**config.mk**
```make
export PLATFORM = sky130hd
export DESIGN_NAME = charge_led_alert
export DESIGN_NICKNAME = d
export VERILOG_FILES = /design/src/rtl/charge_led_pkg.sv /design/src/rtl/charge_led_alert.sv
export SDC_FILE = /design/constraint.sdc
export NUM_CORES = 1
export LEC_CHECK = 0
export BUFFER_PORTS_ARGS = -buffer_cell sky130_fd_sc_hd__buf_2
export CORE_MARGIN = 4
export CORE_UTILIZATION = 50
export DETAILED_ROUTE_END_ITERATION = 6
export PLACE_DENSITY = 0.72
export SETUP_SLACK_MARGIN = 0.15
export SLEW_MARGIN = 0
export SYNTH_ARGS = -nofsm -noshare
export SYNTH_HDL_FRONTEND = slang
export SYNTH_SLANG_ARGS = --single-unit
```
**constraint.sdc**
```tcl
create_clock -name i_core_clk -period 10.9 [get_ports i_core_clk]
set_input_delay 1.635 -clock i_core_clk [delete_from_list [all_inputs] [get_ports i_core_clk]]
set_output_delay 1.635 -clock i_core_clk [all_outputs]
set_load 0.01 [all_outputs]
```
**src/rtl/charge_led_pkg.sv**
```systemverilog
// Purpose: Constants, register map and types for the charge, LED and alert logic.
// Assumes: 20 MHz core clock; all measurement inputs already digitised.
// Notes: Flag word layout matches the alert mask layout bit for bit.
package charge_led_pkg;
    // Timing.
    localparam int CLK_PERIOD_NS = 50;
    localparam int MS_NS = 1_000_000;
    localparam int MS_CYCLES = (MS_NS + CLK_PERIOD_NS - 1) / CLK_PERIOD_NS;
    localparam logic [9:0] SEC_LAST_MS = 10'h03E7;
    localparam logic [10:0] BTN_HOLD_MS = 11'h03E8;
    localparam logic [9:0] MS_PER_PCT = 10'h000A;
    localparam logic [6:0] BLINK_CAP_PCT = 7'h5A;
    localparam logic [6:0] PCT_FULL = 7'h64;
    // Charge termination and reporting.
    localparam logic [15:0] TAPER_DELTA_MIN = 16'h0019;
    localparam logic [1:0] TAPER_LAST_WIN = 2'h1;
    localparam logic [7:0] FULL_CHARGE_SET_PERCENT_DISABLED = 8'hFF;
    localparam logic [15:0] REPORT_MAX = 16'h7FFF;
    // Register indices.
    localparam logic [3:0] A_LED_CFG = 4'h0;
    localparam logic [3:0] A_ALERT_MASK = 4'h1;
    localparam logic [3:0] A_PACK_CFG = 4'h2;
    localparam logic [3:0] A_OT_QUAL = 4'h3;
    localparam logic [3:0] A_OT_THR = 4'h4;
    localparam logic [3:0] A_OT_REC = 4'h5;
    localparam logic [3:0] A_DSG_THR = 4'h6;
    localparam logic [3:0] A_TAPER_I = 4'h7;
    localparam logic [3:0] A_CHG_V = 4'h8;
    localparam logic [3:0] A_TAPER_V = 4'h9;
    localparam logic [3:0] A_FULL_CHARGE_SET_PERCENT = 4'hA;
    localparam logic [3:0] A_HOLD = 4'hB;
    localparam logic [3:0] A_LED_TEST = 4'hC;
    localparam logic [3:0] A_FLAGS = 4'hD;
    localparam logic [3:0] A_REM_CAP = 4'hE;
    localparam logic [3:0] A_FULL_CAP = 4'hF;
    // Field positions and reset values.
    localparam int LED_ON_BIT = 3;
    localparam int LED_CNT_LSB = 4;
    localparam int PACK_X10_BIT = 7;
    localparam int PACK_REMAINING_EQUALS_FULL_ENABLE_BIT = 4;
    localparam int TEST_EN_BIT = 4;
    localparam int FLG_OTD = 14;
    localparam int FLG_FC = 9;
    localparam int FLG_CHG = 8;
    localparam int FLG_OCV = 7;
    localparam logic [15:0] EXT_FLAG_MASK = 16'hB867;
    localparam logic [7:0] LED_CFG_RST = 8'h00;
    localparam logic [15:0] ALERT_MASK_RST = 16'h0000;
    localparam logic [7:0] PACK_CFG_RST = 8'h10;
    // Display modes.
    typedef enum logic [2:0] {
        MODE_NONE = 3'b000,
        MODE_SINGLE = 3'b001,
        MODE_FOUR = 3'b010,
        MODE_EXT_TWO = 3'b011,
        MODE_EXT_ONE = 3'b100
    } disp_mode_t;
    // Shift-out states.
    typedef enum logic [1:0] {
        SH_IDLE = 2'b00,
        SH_DATA = 2'b01,
        SH_CLK = 2'b10
    } sh_state_t;
endpackage
```
**src/rtl/charge_led_alert.sv**
```systemverilog
// Purpose: Over-temperature, termination, full-charge flags, LED display and alert.
// Assumes: Measurement strobes are one-cycle pulses synchronous to i_core_clk.
// Notes: Register reads return data in the cycle after the read strobe only.
//
// The implementer's own choices: strobed register access and the placing of the registers.
`timescale 1ns/1ps
module charge_led_alert #(
    parameter int P_MS_CYCLES = charge_led_pkg::MS_CYCLES
) (
    // Clock and reset.
    input wire logic i_core_clk,
    input wire logic i_resetn,
    // Register port.
    input wire logic [3:0] i_addr,
    input wire logic [15:0] i_wdata,
    input wire logic i_wr,
    input wire logic i_rd,
    output logic [15:0] o_rdata,
    // Measurements.
    input wire logic signed [15:0] i_temperature,
    input wire logic signed [15:0] i_avg_current,
    input wire logic [15:0] i_voltage,
    input wire logic [6:0] i_charge_percent,
    input wire logic [15:0] i_window_charge,
    input wire logic i_taper_tick,
    input wire logic [15:0] i_remaining_capacity,
    input wire logic i_capacity_update,
    input wire logic i_charge_allow_set,
    input wire logic i_relax_enter,
    input wire logic i_ocv_sample,
    input wire logic [15:0] i_ext_flags,
    input wire logic i_ts_measure,
    input wire logic i_display_button_input,
    // LED and alert pins.
    output logic o_led1_or_shift_clock_pin,
    output logic o_led2_or_shift_data_pin,
    output logic o_led3_pin,
    output logic o_led4_pin,
    output logic o_alert_pin1_n,
    output logic o_alert_pin12_n,
    output logic o_alert_pin13_n,
    output logic o_thermistor_sense_out,
    output logic o_thermistor_sense_oe
);
    typedef struct packed {
        logic [7:0] led_cfg;
        logic [15:0] mask;
        logic [7:0] pack;
        logic [7:0] ot_qual;
        logic signed [15:0] ot_thr;
        logic signed [15:0] ot_rec;
        logic signed [15:0] dsg_thr;
        logic signed [15:0] taper_i;
        logic [15:0] chg_v;
        logic [15:0] taper_v;
        logic [7:0] full_charge_set_percent;
        logic [7:0] hold;
        logic [4:0] test;
        logic [15:0] fcc;
        logic [15:0] rc;
        logic discharge_overtemp_flag;
        logic fc;
        logic chg;
        logic ocv;
        logic [7:0] ot_cnt;
        logic [1:0] taper_cnt;
        logic [14:0] ms_cnt;
        logic [9:0] blink_ms;
        logic [10:0] btn_ms;
        logic disp_on;
        logic [7:0] hold_cnt;
        logic sh_req;
        charge_led_pkg::sh_state_t sh;
        logic [4:0] sh_bits;
        logic [4:0] last_lit;
        logic led1;
        logic led2;
        logic led3;
        logic led4;
        logic alert1_n;
        logic alert12_n;
        logic alert13_n;
        logic ts_out;
        logic ts_oe;
        logic [15:0] rdata;
    } st_t;

    st_t s;
    st_t next_s;
    logic ms_tick;
    logic sec_tick;
    logic hot_dsg;
    logic taper_ok;
    logic term;
    logic hold_done;
    logic refresh;
    logic btn_fire;
    logic tst;
    logic ext;
    logic alert;
    logic [15:0] flags;
    logic [4:0] ext_n;
    logic [4:0] lit4;
    logic [4:0] shown_x;
    logic [9:0] on_ms;
    logic [6:0] pct_cap;
    charge_led_pkg::disp_mode_t mode;

    // Number of LEDs lit out of n, rounding a partial share up.
    function automatic logic [4:0] lit_count(input logic [6:0] pct, input logic [4:0] n);
        logic [11:0] prod;
        prod = 12'(pct) * 12'(n) + 12'(charge_led_pkg::PCT_FULL) - 12'h001;
        lit_count = 5'(prod / 12'(charge_led_pkg::PCT_FULL));
    endfunction

    // Next-state computation for every register of the block.
    always_comb begin
        next_s = s;
        ms_tick = s.ms_cnt == 15'(P_MS_CYCLES - 1);
        sec_tick = ms_tick && s.blink_ms == charge_led_pkg::SEC_LAST_MS;
        next_s.ms_cnt = ms_tick ? '0 : s.ms_cnt + 15'h0001;
        if (ms_tick) begin
            next_s.blink_ms = sec_tick ? '0 : s.blink_ms + 10'h001;
        end
        flags = i_ext_flags & charge_led_pkg::EXT_FLAG_MASK;
        flags[charge_led_pkg::FLG_OTD] = s.discharge_overtemp_flag;
        flags[charge_led_pkg::FLG_FC] = s.fc;
        flags[charge_led_pkg::FLG_CHG] = s.chg;
        flags[charge_led_pkg::FLG_OCV] = s.ocv;

        // Register writes.
        if (i_wr) begin
            case (i_addr)
                charge_led_pkg::A_LED_CFG: next_s.led_cfg = i_wdata[7:0];
                charge_led_pkg::A_ALERT_MASK: next_s.mask = i_wdata;
                charge_led_pkg::A_PACK_CFG: next_s.pack = i_wdata[7:0];
                charge_led_pkg::A_OT_QUAL: next_s.ot_qual = i_wdata[7:0];
                charge_led_pkg::A_OT_THR: next_s.ot_thr = i_wdata;
                charge_led_pkg::A_OT_REC: next_s.ot_rec = i_wdata;
                charge_led_pkg::A_DSG_THR: next_s.dsg_thr = i_wdata;
                charge_led_pkg::A_TAPER_I: next_s.taper_i = i_wdata;
                charge_led_pkg::A_CHG_V: next_s.chg_v = i_wdata;
                charge_led_pkg::A_TAPER_V: next_s.taper_v = i_wdata;
                charge_led_pkg::A_FULL_CHARGE_SET_PERCENT: next_s.full_charge_set_percent = i_wdata[7:0];
                charge_led_pkg::A_HOLD: next_s.hold = i_wdata[7:0];
                charge_led_pkg::A_LED_TEST: next_s.test = i_wdata[4:0];
                charge_led_pkg::A_FULL_CAP: next_s.fcc = i_wdata;
                default: ;
            endcase
        end

        // Register reads; data stand only in the cycle after the strobe.
        next_s.rdata = '0;
        if (i_rd) begin
            case (i_addr)
                charge_led_pkg::A_LED_CFG: next_s.rdata = {8'h00, s.led_cfg};
                charge_led_pkg::A_ALERT_MASK: next_s.rdata = s.mask;
                charge_led_pkg::A_PACK_CFG: next_s.rdata = {8'h00, s.pack};
                charge_led_pkg::A_OT_QUAL: next_s.rdata = {8'h00, s.ot_qual};
                charge_led_pkg::A_OT_THR: next_s.rdata = s.ot_thr;
                charge_led_pkg::A_OT_REC: next_s.rdata = s.ot_rec;
                charge_led_pkg::A_DSG_THR: next_s.rdata = s.dsg_thr;
                charge_led_pkg::A_TAPER_I: next_s.rdata = s.taper_i;
                charge_led_pkg::A_CHG_V: next_s.rdata = s.chg_v;
                charge_led_pkg::A_TAPER_V: next_s.rdata = s.taper_v;
                charge_led_pkg::A_FULL_CHARGE_SET_PERCENT: next_s.rdata = {8'h00, s.full_charge_set_percent};
                charge_led_pkg::A_HOLD: next_s.rdata = {8'h00, s.hold};
                charge_led_pkg::A_LED_TEST: next_s.rdata = {11'h000, s.test};
                charge_led_pkg::A_FLAGS: next_s.rdata = flags;
                charge_led_pkg::A_REM_CAP: next_s.rdata = (s.rc > charge_led_pkg::REPORT_MAX) ?
                    charge_led_pkg::REPORT_MAX : s.rc;
                charge_led_pkg::A_FULL_CAP: next_s.rdata = s.fcc;
                default: next_s.rdata = '0;
            endcase
        end

        // Discharge over-temperature qualification, recovery and disable.
        hot_dsg = i_temperature >= s.ot_thr && i_avg_current <= -s.dsg_thr;
        if (s.ot_qual == 8'h00) begin
            next_s.discharge_overtemp_flag = 1'b0;
            next_s.ot_cnt = '0;
        end else begin
            if (sec_tick) begin
                next_s.ot_cnt = !hot_dsg ? '0 : (&s.ot_cnt ? s.ot_cnt : s.ot_cnt + 8'h01);
            end
            if (i_temperature <= s.ot_rec) begin
                next_s.discharge_overtemp_flag = 1'b0;
            end
            if (sec_tick && hot_dsg && ({1'b0, s.ot_cnt} + 9'h001 >= {1'b0, s.ot_qual})) begin
                next_s.discharge_overtemp_flag = 1'b1;
            end
        end

        // Charge termination over two consecutive taper windows.
        taper_ok = i_avg_current < s.taper_i && i_window_charge > charge_led_pkg::TAPER_DELTA_MIN
            && {1'b0, i_voltage} > {1'b0, s.chg_v} - {1'b0, s.taper_v};
        term = 1'b0;
        if (i_taper_tick) begin
            if (!taper_ok) begin
                next_s.taper_cnt = '0;
            end else if (s.taper_cnt == charge_led_pkg::TAPER_LAST_WIN) begin
                term = 1'b1;
                next_s.taper_cnt = '0;
            end else begin
                next_s.taper_cnt = s.taper_cnt + 2'h1;
            end
        end
        if (term) begin
            next_s.chg = 1'b0;
        end
        if (i_charge_allow_set) begin
            next_s.chg = 1'b1;
        end
        if (i_capacity_update) begin
            next_s.rc = i_remaining_capacity;
        end
        if (term && s.pack[charge_led_pkg::PACK_REMAINING_EQUALS_FULL_ENABLE_BIT]) begin
            next_s.rc = s.fcc;
        end
        if (s.full_charge_set_percent == charge_led_pkg::FULL_CHARGE_SET_PERCENT_DISABLED) begin
            if (i_charge_allow_set) begin
                next_s.fc = 1'b0;
            end
            if (term) begin
                next_s.fc = 1'b1;
            end
        end else begin
            next_s.fc = {1'b0, i_charge_percent} > s.full_charge_set_percent;
        end
        if (i_relax_enter) begin
            next_s.ocv = 1'b0;
        end
        if (i_ocv_sample) begin
            next_s.ocv = 1'b1;
        end

        // Display on-time, refresh and button qualification.
        mode = charge_led_pkg::disp_mode_t'(s.led_cfg[2:0]);
        ext = mode == charge_led_pkg::MODE_EXT_TWO || mode == charge_led_pkg::MODE_EXT_ONE;
        ext_n = {1'b0, s.led_cfg[7:charge_led_pkg::LED_CNT_LSB]} + 5'h01;
        tst = s.test[charge_led_pkg::TEST_EN_BIT];
        if (!i_display_button_input) begin
            next_s.btn_ms = '0;
        end else if (ms_tick && s.btn_ms != charge_led_pkg::BTN_HOLD_MS) begin
            next_s.btn_ms = s.btn_ms + 11'h001;
        end
        btn_fire = ms_tick && s.btn_ms == charge_led_pkg::BTN_HOLD_MS - 11'h001;
        hold_done = sec_tick && ({1'b0, s.hold_cnt} + 9'h001 >= {1'b0, s.hold});
        refresh = 1'b0;
        if (sec_tick) begin
            next_s.hold_cnt = hold_done ? '0 : s.hold_cnt + 8'h01;
        end
        if (mode == charge_led_pkg::MODE_NONE) begin
            next_s.disp_on = 1'b0;
        end else if (s.led_cfg[charge_led_pkg::LED_ON_BIT] && mode != charge_led_pkg::MODE_SINGLE) begin
            next_s.disp_on = 1'b1;
            refresh = hold_done;
        end else if (btn_fire) begin
            next_s.disp_on = 1'b1;
            next_s.hold_cnt = '0;
        end else if (hold_done) begin
            next_s.disp_on = 1'b0;
        end

        // Serial shift-out to external registers, one settle and one clock cycle per bit.
        lit4 = lit_count(i_charge_percent, 5'h04);
        shown_x = tst ? (s.test[0] ? ext_n : 5'h00)
            : (s.disp_on ? lit_count(i_charge_percent, ext_n) : 5'h00);
        if (refresh) begin
            next_s.sh_req = 1'b1;
        end
        case (s.sh)
            charge_led_pkg::SH_IDLE: begin
                if (ext && (shown_x != s.last_lit || s.sh_req)) begin
                    next_s.sh = charge_led_pkg::SH_DATA;
                    next_s.sh_bits = ext_n - 5'h01;
                    next_s.last_lit = shown_x;
                    next_s.sh_req = 1'b0;
                end
            end
            charge_led_pkg::SH_DATA: next_s.sh = charge_led_pkg::SH_CLK;
            charge_led_pkg::SH_CLK: begin
                if (s.sh_bits == 5'h00) begin
                    next_s.sh = charge_led_pkg::SH_IDLE;
                end else begin
                    next_s.sh_bits = s.sh_bits - 5'h01;
                    next_s.sh = charge_led_pkg::SH_DATA;
                end
            end
            default: next_s.sh = charge_led_pkg::SH_IDLE;
        endcase

        // LED pin drive per mode.
        pct_cap = (i_charge_percent > charge_led_pkg::BLINK_CAP_PCT) ?
            charge_led_pkg::BLINK_CAP_PCT : i_charge_percent;
        on_ms = 10'(pct_cap) * charge_led_pkg::MS_PER_PCT;
        next_s.led1 = 1'b0;
        next_s.led2 = 1'b0;
        next_s.led3 = 1'b0;
        next_s.led4 = 1'b0;
        case (mode)
            charge_led_pkg::MODE_SINGLE: begin
                next_s.led1 = tst ? s.test[0] : (s.disp_on && s.blink_ms < on_ms);
            end
            charge_led_pkg::MODE_FOUR: begin
                next_s.led1 = tst ? s.test[0] : (s.disp_on && lit4 > 5'h00);
                next_s.led2 = tst ? s.test[1] : (s.disp_on && lit4 > 5'h01);
                next_s.led3 = tst ? s.test[2] : (s.disp_on && lit4 > 5'h02);
                next_s.led4 = tst ? s.test[3] : (s.disp_on && lit4 > 5'h03);
            end
            charge_led_pkg::MODE_EXT_TWO, charge_led_pkg::MODE_EXT_ONE: begin
                next_s.led1 = next_s.sh == charge_led_pkg::SH_CLK;
                next_s.led2 = next_s.sh != charge_led_pkg::SH_IDLE
                    && next_s.sh_bits < next_s.last_lit;
            end
            default: ;
        endcase

        // Alert on the pin that the mode selects.
        alert = |(flags & s.mask);
        next_s.alert1_n = !(alert && (mode == charge_led_pkg::MODE_NONE
            || mode == charge_led_pkg::MODE_SINGLE));
        next_s.alert12_n = !(alert && mode == charge_led_pkg::MODE_EXT_TWO);
        next_s.alert13_n = !(alert && mode == charge_led_pkg::MODE_EXT_ONE);
        next_s.ts_out = 1'b0;
        next_s.ts_oe = alert && mode == charge_led_pkg::MODE_FOUR && !i_ts_measure;
    end

    // State register.
    always_ff @(posedge i_core_clk or negedge i_resetn) begin
        if (!i_resetn) begin
            s <= '0;
            s.led_cfg <= charge_led_pkg::LED_CFG_RST;
            s.mask <= charge_led_pkg::ALERT_MASK_RST;
            s.pack <= charge_led_pkg::PACK_CFG_RST;
            s.full_charge_set_percent <= charge_led_pkg::FULL_CHARGE_SET_PERCENT_DISABLED;
            s.sh <= charge_led_pkg::SH_IDLE;
            s.alert1_n <= 1'b1;
            s.alert12_n <= 1'b1;
            s.alert13_n <= 1'b1;
        end else begin
            s <= next_s;
        end
    end

    // Outputs straight from the state register.
    assign o_rdata = s.rdata;
    assign o_led1_or_shift_clock_pin = s.led1;
    assign o_led2_or_shift_data_pin = s.led2;
    assign o_led3_pin = s.led3;
    assign o_led4_pin = s.led4;
    assign o_alert_pin1_n = s.alert1_n;
    assign o_alert_pin12_n = s.alert12_n;
    assign o_alert_pin13_n = s.alert13_n;
    assign o_thermistor_sense_out = s.ts_out;
    assign o_thermistor_sense_oe = s.ts_oe;
endmodule

```
# Word level (Yosys, flattened, before mapping)
# Index checks and enable logic that the tools add are counted.
[op_classes]
addsub = 17
mul = 2
div = 2
magnitude_cmp = 17
n_eq_ne = 33
n_mux = 59
n_bitwise = 1
reduce_logical = 60
[ops]
columns = ["op", "count"]
rows = [
  ["one-hot mux 16 bit (16 select lines)", 1],
  ["two-way mux 8 bit", 9],
  ["two-way mux 16 bit", 4],
  ["== test 4 bit (second input constant)", 8],
  ["<= comparator 16 bit", 2],
  ["AND reduction 2 bit", 15],
  ["two-way mux 1 bit", 27],
  ["two-way mux 5 bit", 5],
  ["divider 12 x 7 -> 12 bit (second input constant)", 2],
  ["logical AND 1 bit", 23],
  ["two-way mux 11 bit", 2],
  ["adder 8 x 1 -> 9 bit (second input constant)", 2],
  [">= comparator 9 x 8 -> 1 bit", 2],
  ["> comparator 16 x 17 -> 1 bit", 1],
  ["subtractor 16 x 16 -> 17 bit", 1],
  ["adder 8 x 1 -> 8 bit (second input constant)", 2],
  ["bitwise AND 16 bit", 1],
  ["== test 4 x 3 -> 1 bit (second input constant)", 4],
  [">= comparator 16 bit", 1],
  ["> comparator 16 x 15 -> 1 bit (second input constant)", 1],
  ["> comparator 16 x 5 -> 1 bit (second input constant)", 1],
  ["< comparator 16 bit", 1],
  ["negator 16 bit", 1],
  ["OR reduction 16 bit", 1],
  ["other kinds (55)", 74],
]
[totals]
register_bits = 285
output_inout_bits = 25

# Depth between registers and ports, before layout
[logic_depth]
ltp_word = 15
mapped_depth = 38
depth_no_buf = 33

# Worst setup path after synthesis
# OpenSTA, ideal clock, no wires.
[synth_path]
path_type = "input port to flip-flop"
start = "in i_charge_percent[6]"
end = "reg s, in the netlist o_led2_or_shift_data_pin"
setup_time_ns = 0.078
t_arrival_ns = 8.643
required_ns = 10.822
slack_ns = 2.179
path_stages = 32
path_buffers = 2
path_cell_list = "clkbuf_1 nor2b_1 fa_1 fa_1 inv_1 fa_1 inv_1 ha_1 buf_4 a2111o_1 a211oi_2 o21ai_1 a211oi_2 mux2i_1 o21ai_0 o211ai_2 a21oi_1 and2_1 o2111a_1 or3_1 a2111oi_2 o21ai_1 o221ai_1 mux2i_1 o31ai_1 ha_1 a21oi_1 nor2b_1 o21ai_0 nand2_1 a31oi_1 o2bb2ai_1"
[synth_lines]
columns = ["element", "line", "source"]
rows = [
  ["start: declaration", "charge_led_alert.sv:23", "input wire logic [6:0] i_charge_percent,"],
  ["end signal: assignment", "charge_led_alert.sv:342", "s <= next_s;"],
  ["end: declaration", "charge_led_alert.sv:88", "st_t s;"],
]

==> reports/qor.csv <==
metric,value,unit
status,"finished, violations left",
violations,DRC,
grt_pass1_wl,90.10,mm
hold_viol_final,0,
min_period,9.693,ns
cts_buffer_depth,3,
yosysTopAreaCell,dfrtp_1,
end_kind,flop,
slowest_delay,0.74,ns
async_flop_share,100.0,%
worst_slew_pin_slew,1.325,ns
syn_avg_cell_area,9.781,µm²
p_comb_share,61.2,%
fp.dieW,209.2,µm
seq_area_frac_synth,35.30,%
num_rows,73,
clkSlewWorstSetupHoldPaths,0.06,ns
crit_arrival,10.14,ns
syn_inst,2070,
synth-simple-area-share,13.44,%
cp_top_family,compound AO/OA/AOI/OAI gates,
vias_per_cell,6.041,
ctsHoldBuffers,0,
dieArea,43780,µm²
die_h,209.2,µm
p_leak,10.56,nW
slew_headroom,11.31,%
grt_pass1_vias,16510,
cts_root_buf,clkbuf_16,
synth_warnings,0,
routed_wl,57.11,mm
vias,16450,
power,6.716,mW
routed-wl-met3,4.903,mm
yosys.area.top_type_share,33.74,%
setup_viol,0,
synthAdderAreaFrac,12.76,%
power.switching,3.099,mW
io_pins,159,
cts.sinks,285,
power.share.sequential,22.3,%
start_kind,flop,
hpwl,43.54,mm
syn_area,20250,µm²
p_sw_share,46.14,%
slew_viol_final,0,
synth_compound_area_share,16.83,%
p_int,3.617,mW
place_area,21320,µm²
final_area,22410,µm²
nets,2500,
synth_area_leaders,"dfrtp_1 (34%), mux2_2 (11%), ha_1 (11%)",
ys_seq_elements,285,
cts_resized,0,
worst_ir_drop_vdd,0.0003086,V
fmax,0.1032,GHz
synth_enable_flop_cells,0,
syn_to_final_growth,10.70,%
gp_congestion,0.9660,
cts_tree,built,
antenna_found_initial,8,
power.density,299.7,nW/µm²
grt_start_max_net_pins,172,
cts_setup_buffers,0,
critical_path_class,flop to flop,
dr.pass1.iters,7,
wl_met2,25.63,mm
topRoutingLayerUsed,met5,
drive_above_1_share,21.48,%
critPathRequiredTime,11.35,ns
cts_buffers,30,
finalCritPeriodShare,88.93,%
power_frac_clock,16.5,%
clock_latency,0.55,ns
rsz0062_at_grt,false,
critical_path_buf_inv_count,2,
overflow,0,
drt_iter0_markers,1369,
postRouteAntennaNets,0,
start_util,50.72,%
grtUsageTotal,25.27,%
htreeDepth,1,
synth_top_family_by_area,compound AO/OA/AOI/OAI gates,
postLayoutCoreUtil,56.15,%
min-delay-path-class,flop to flop,
synthFlopType,dfrtp_1,
synth.distinct_cells,107,
synthMuxAreaShare,11.99,%
cap_violations,0,
synth_nets,2399,
routedWlPerCell,20.97,µm
io_buffers,149,
critPathSlowestCell,dfrtp_1,
worst_clock_skew,0.01093,ns
synth_xor_area_share,4.079,%
route.detailed.drc,1,
path_max_fanout,15,
core_region_area,39910,µm²
totalNegativeSetupSlack,0,ns
drt-met1-wl,25.20,mm
flip-flops by register name, summed over array words and instances (netlist names), 3 cells and up:
signal   cells
mode         3
flags        4
o_rdata     16
s          254
cell usage after synthesis, drive strengths merged (37+ instances only):
library cell,n
dfrtp,273
mux2,202
inv,180
ha,176
nand2,145
nor2,100
o21ai,99
a21oi,81
clkbuf,57
nand3,57
xnor2,49
a22oi,43
nand2b,42
xor2,41
a21o,37
cells in the final DEF, fill, tap and decap left out, types with 12 or more instances in the layout:
cell and instances:
xor2_1 41, mux2i_1 13, nand2b_1 42, nor2b_1 34
dfrtp_1 273, fa_1 19, nand2_1 145, nor3_1 23
mux2_2 202, o21ai_0 90, and2_1 30, a211oi_1 14
a21oi_1 80, xnor2_1 47, nor2_1 99, a31oi_1 16
nand4_1 34, a21o_1 37, o22ai_1 12, a221oi_1 15
clkbuf_16 31, a22oi_1 43, nand3_1 56, ha_1 176
o21a_1 17, inv_1 180, or3_1 14, buf_2 148
dfstp_2 12
final timing paths:
kind,start,end,slack (ns),depth (start not counted)
worst max-delay path,s[282],o_led2_or_shift_data_pin,1.21,32
worst min register to register,s[72],s[72],0.47,1
max in group asynchronous,i_resetn,s[88],8.30,2
min in group asynchronous,i_resetn,s[178],1.13,1
worst min-delay path,s[72],s[72],0.47,1
worst max register to register,s[282],o_led2_or_shift_data_pin,1.21,32
power by group through the flow:
stage,registers (mW),clock network (mW),logic (mW)
3_5_place_dp,1.50,0,4.03
3_3_place_gp,1.49,0,3.96
2_1_floorplan,1.38,0,3.32
4_1_cts,1.48,1.13,4.06
6_report,1.50,1.11,4.11
5_1_grt,1.51,1.18,4.57
layer usage:
layer  up-vias  GRT usage [%]
met1      8099          35.78
li1       7637              -
met2       609          39.99
met5         -         0.4449
met3        98          5.450
met4         6          5.851
cell type report:
cell class	count	area (µm²)
fillers	3422	17500
diodes	5	12.51
inverters	180	675.6
well taps	525	656.9
clock inverters	13	224.0
multi-input cells	1513	11990
flip-flops and latches	285	7147
repair buffers	161	858.3
clock buffers	41	853.3
cells by family (layout without fill, tap and decap cells):
group	after synthesis	count (layout)
compound gates	473	473
xor+xnor	91	91
fa+ha+maj	195	195
buf+inv	272	395
flops	285	285
mux	216	216
other cells	1	6
simple gates	537	537
metrics by stage:
stage / cells / worst slack, ns / hold slack, ns
detailed placement: 2664 / 1.035 / 0.4724
global placement: 2664 / 1.222 / 0.4597
finish: 2723 / 1.207 / 0.4741
floorplan: 2070 / 2.179 / 0.4387
CTS: 2718 / 1.324 / 0.4823
global route: 2723 / 0.5569 / 0.5004
No activity file was read; power rests on OpenSTA's default activity.
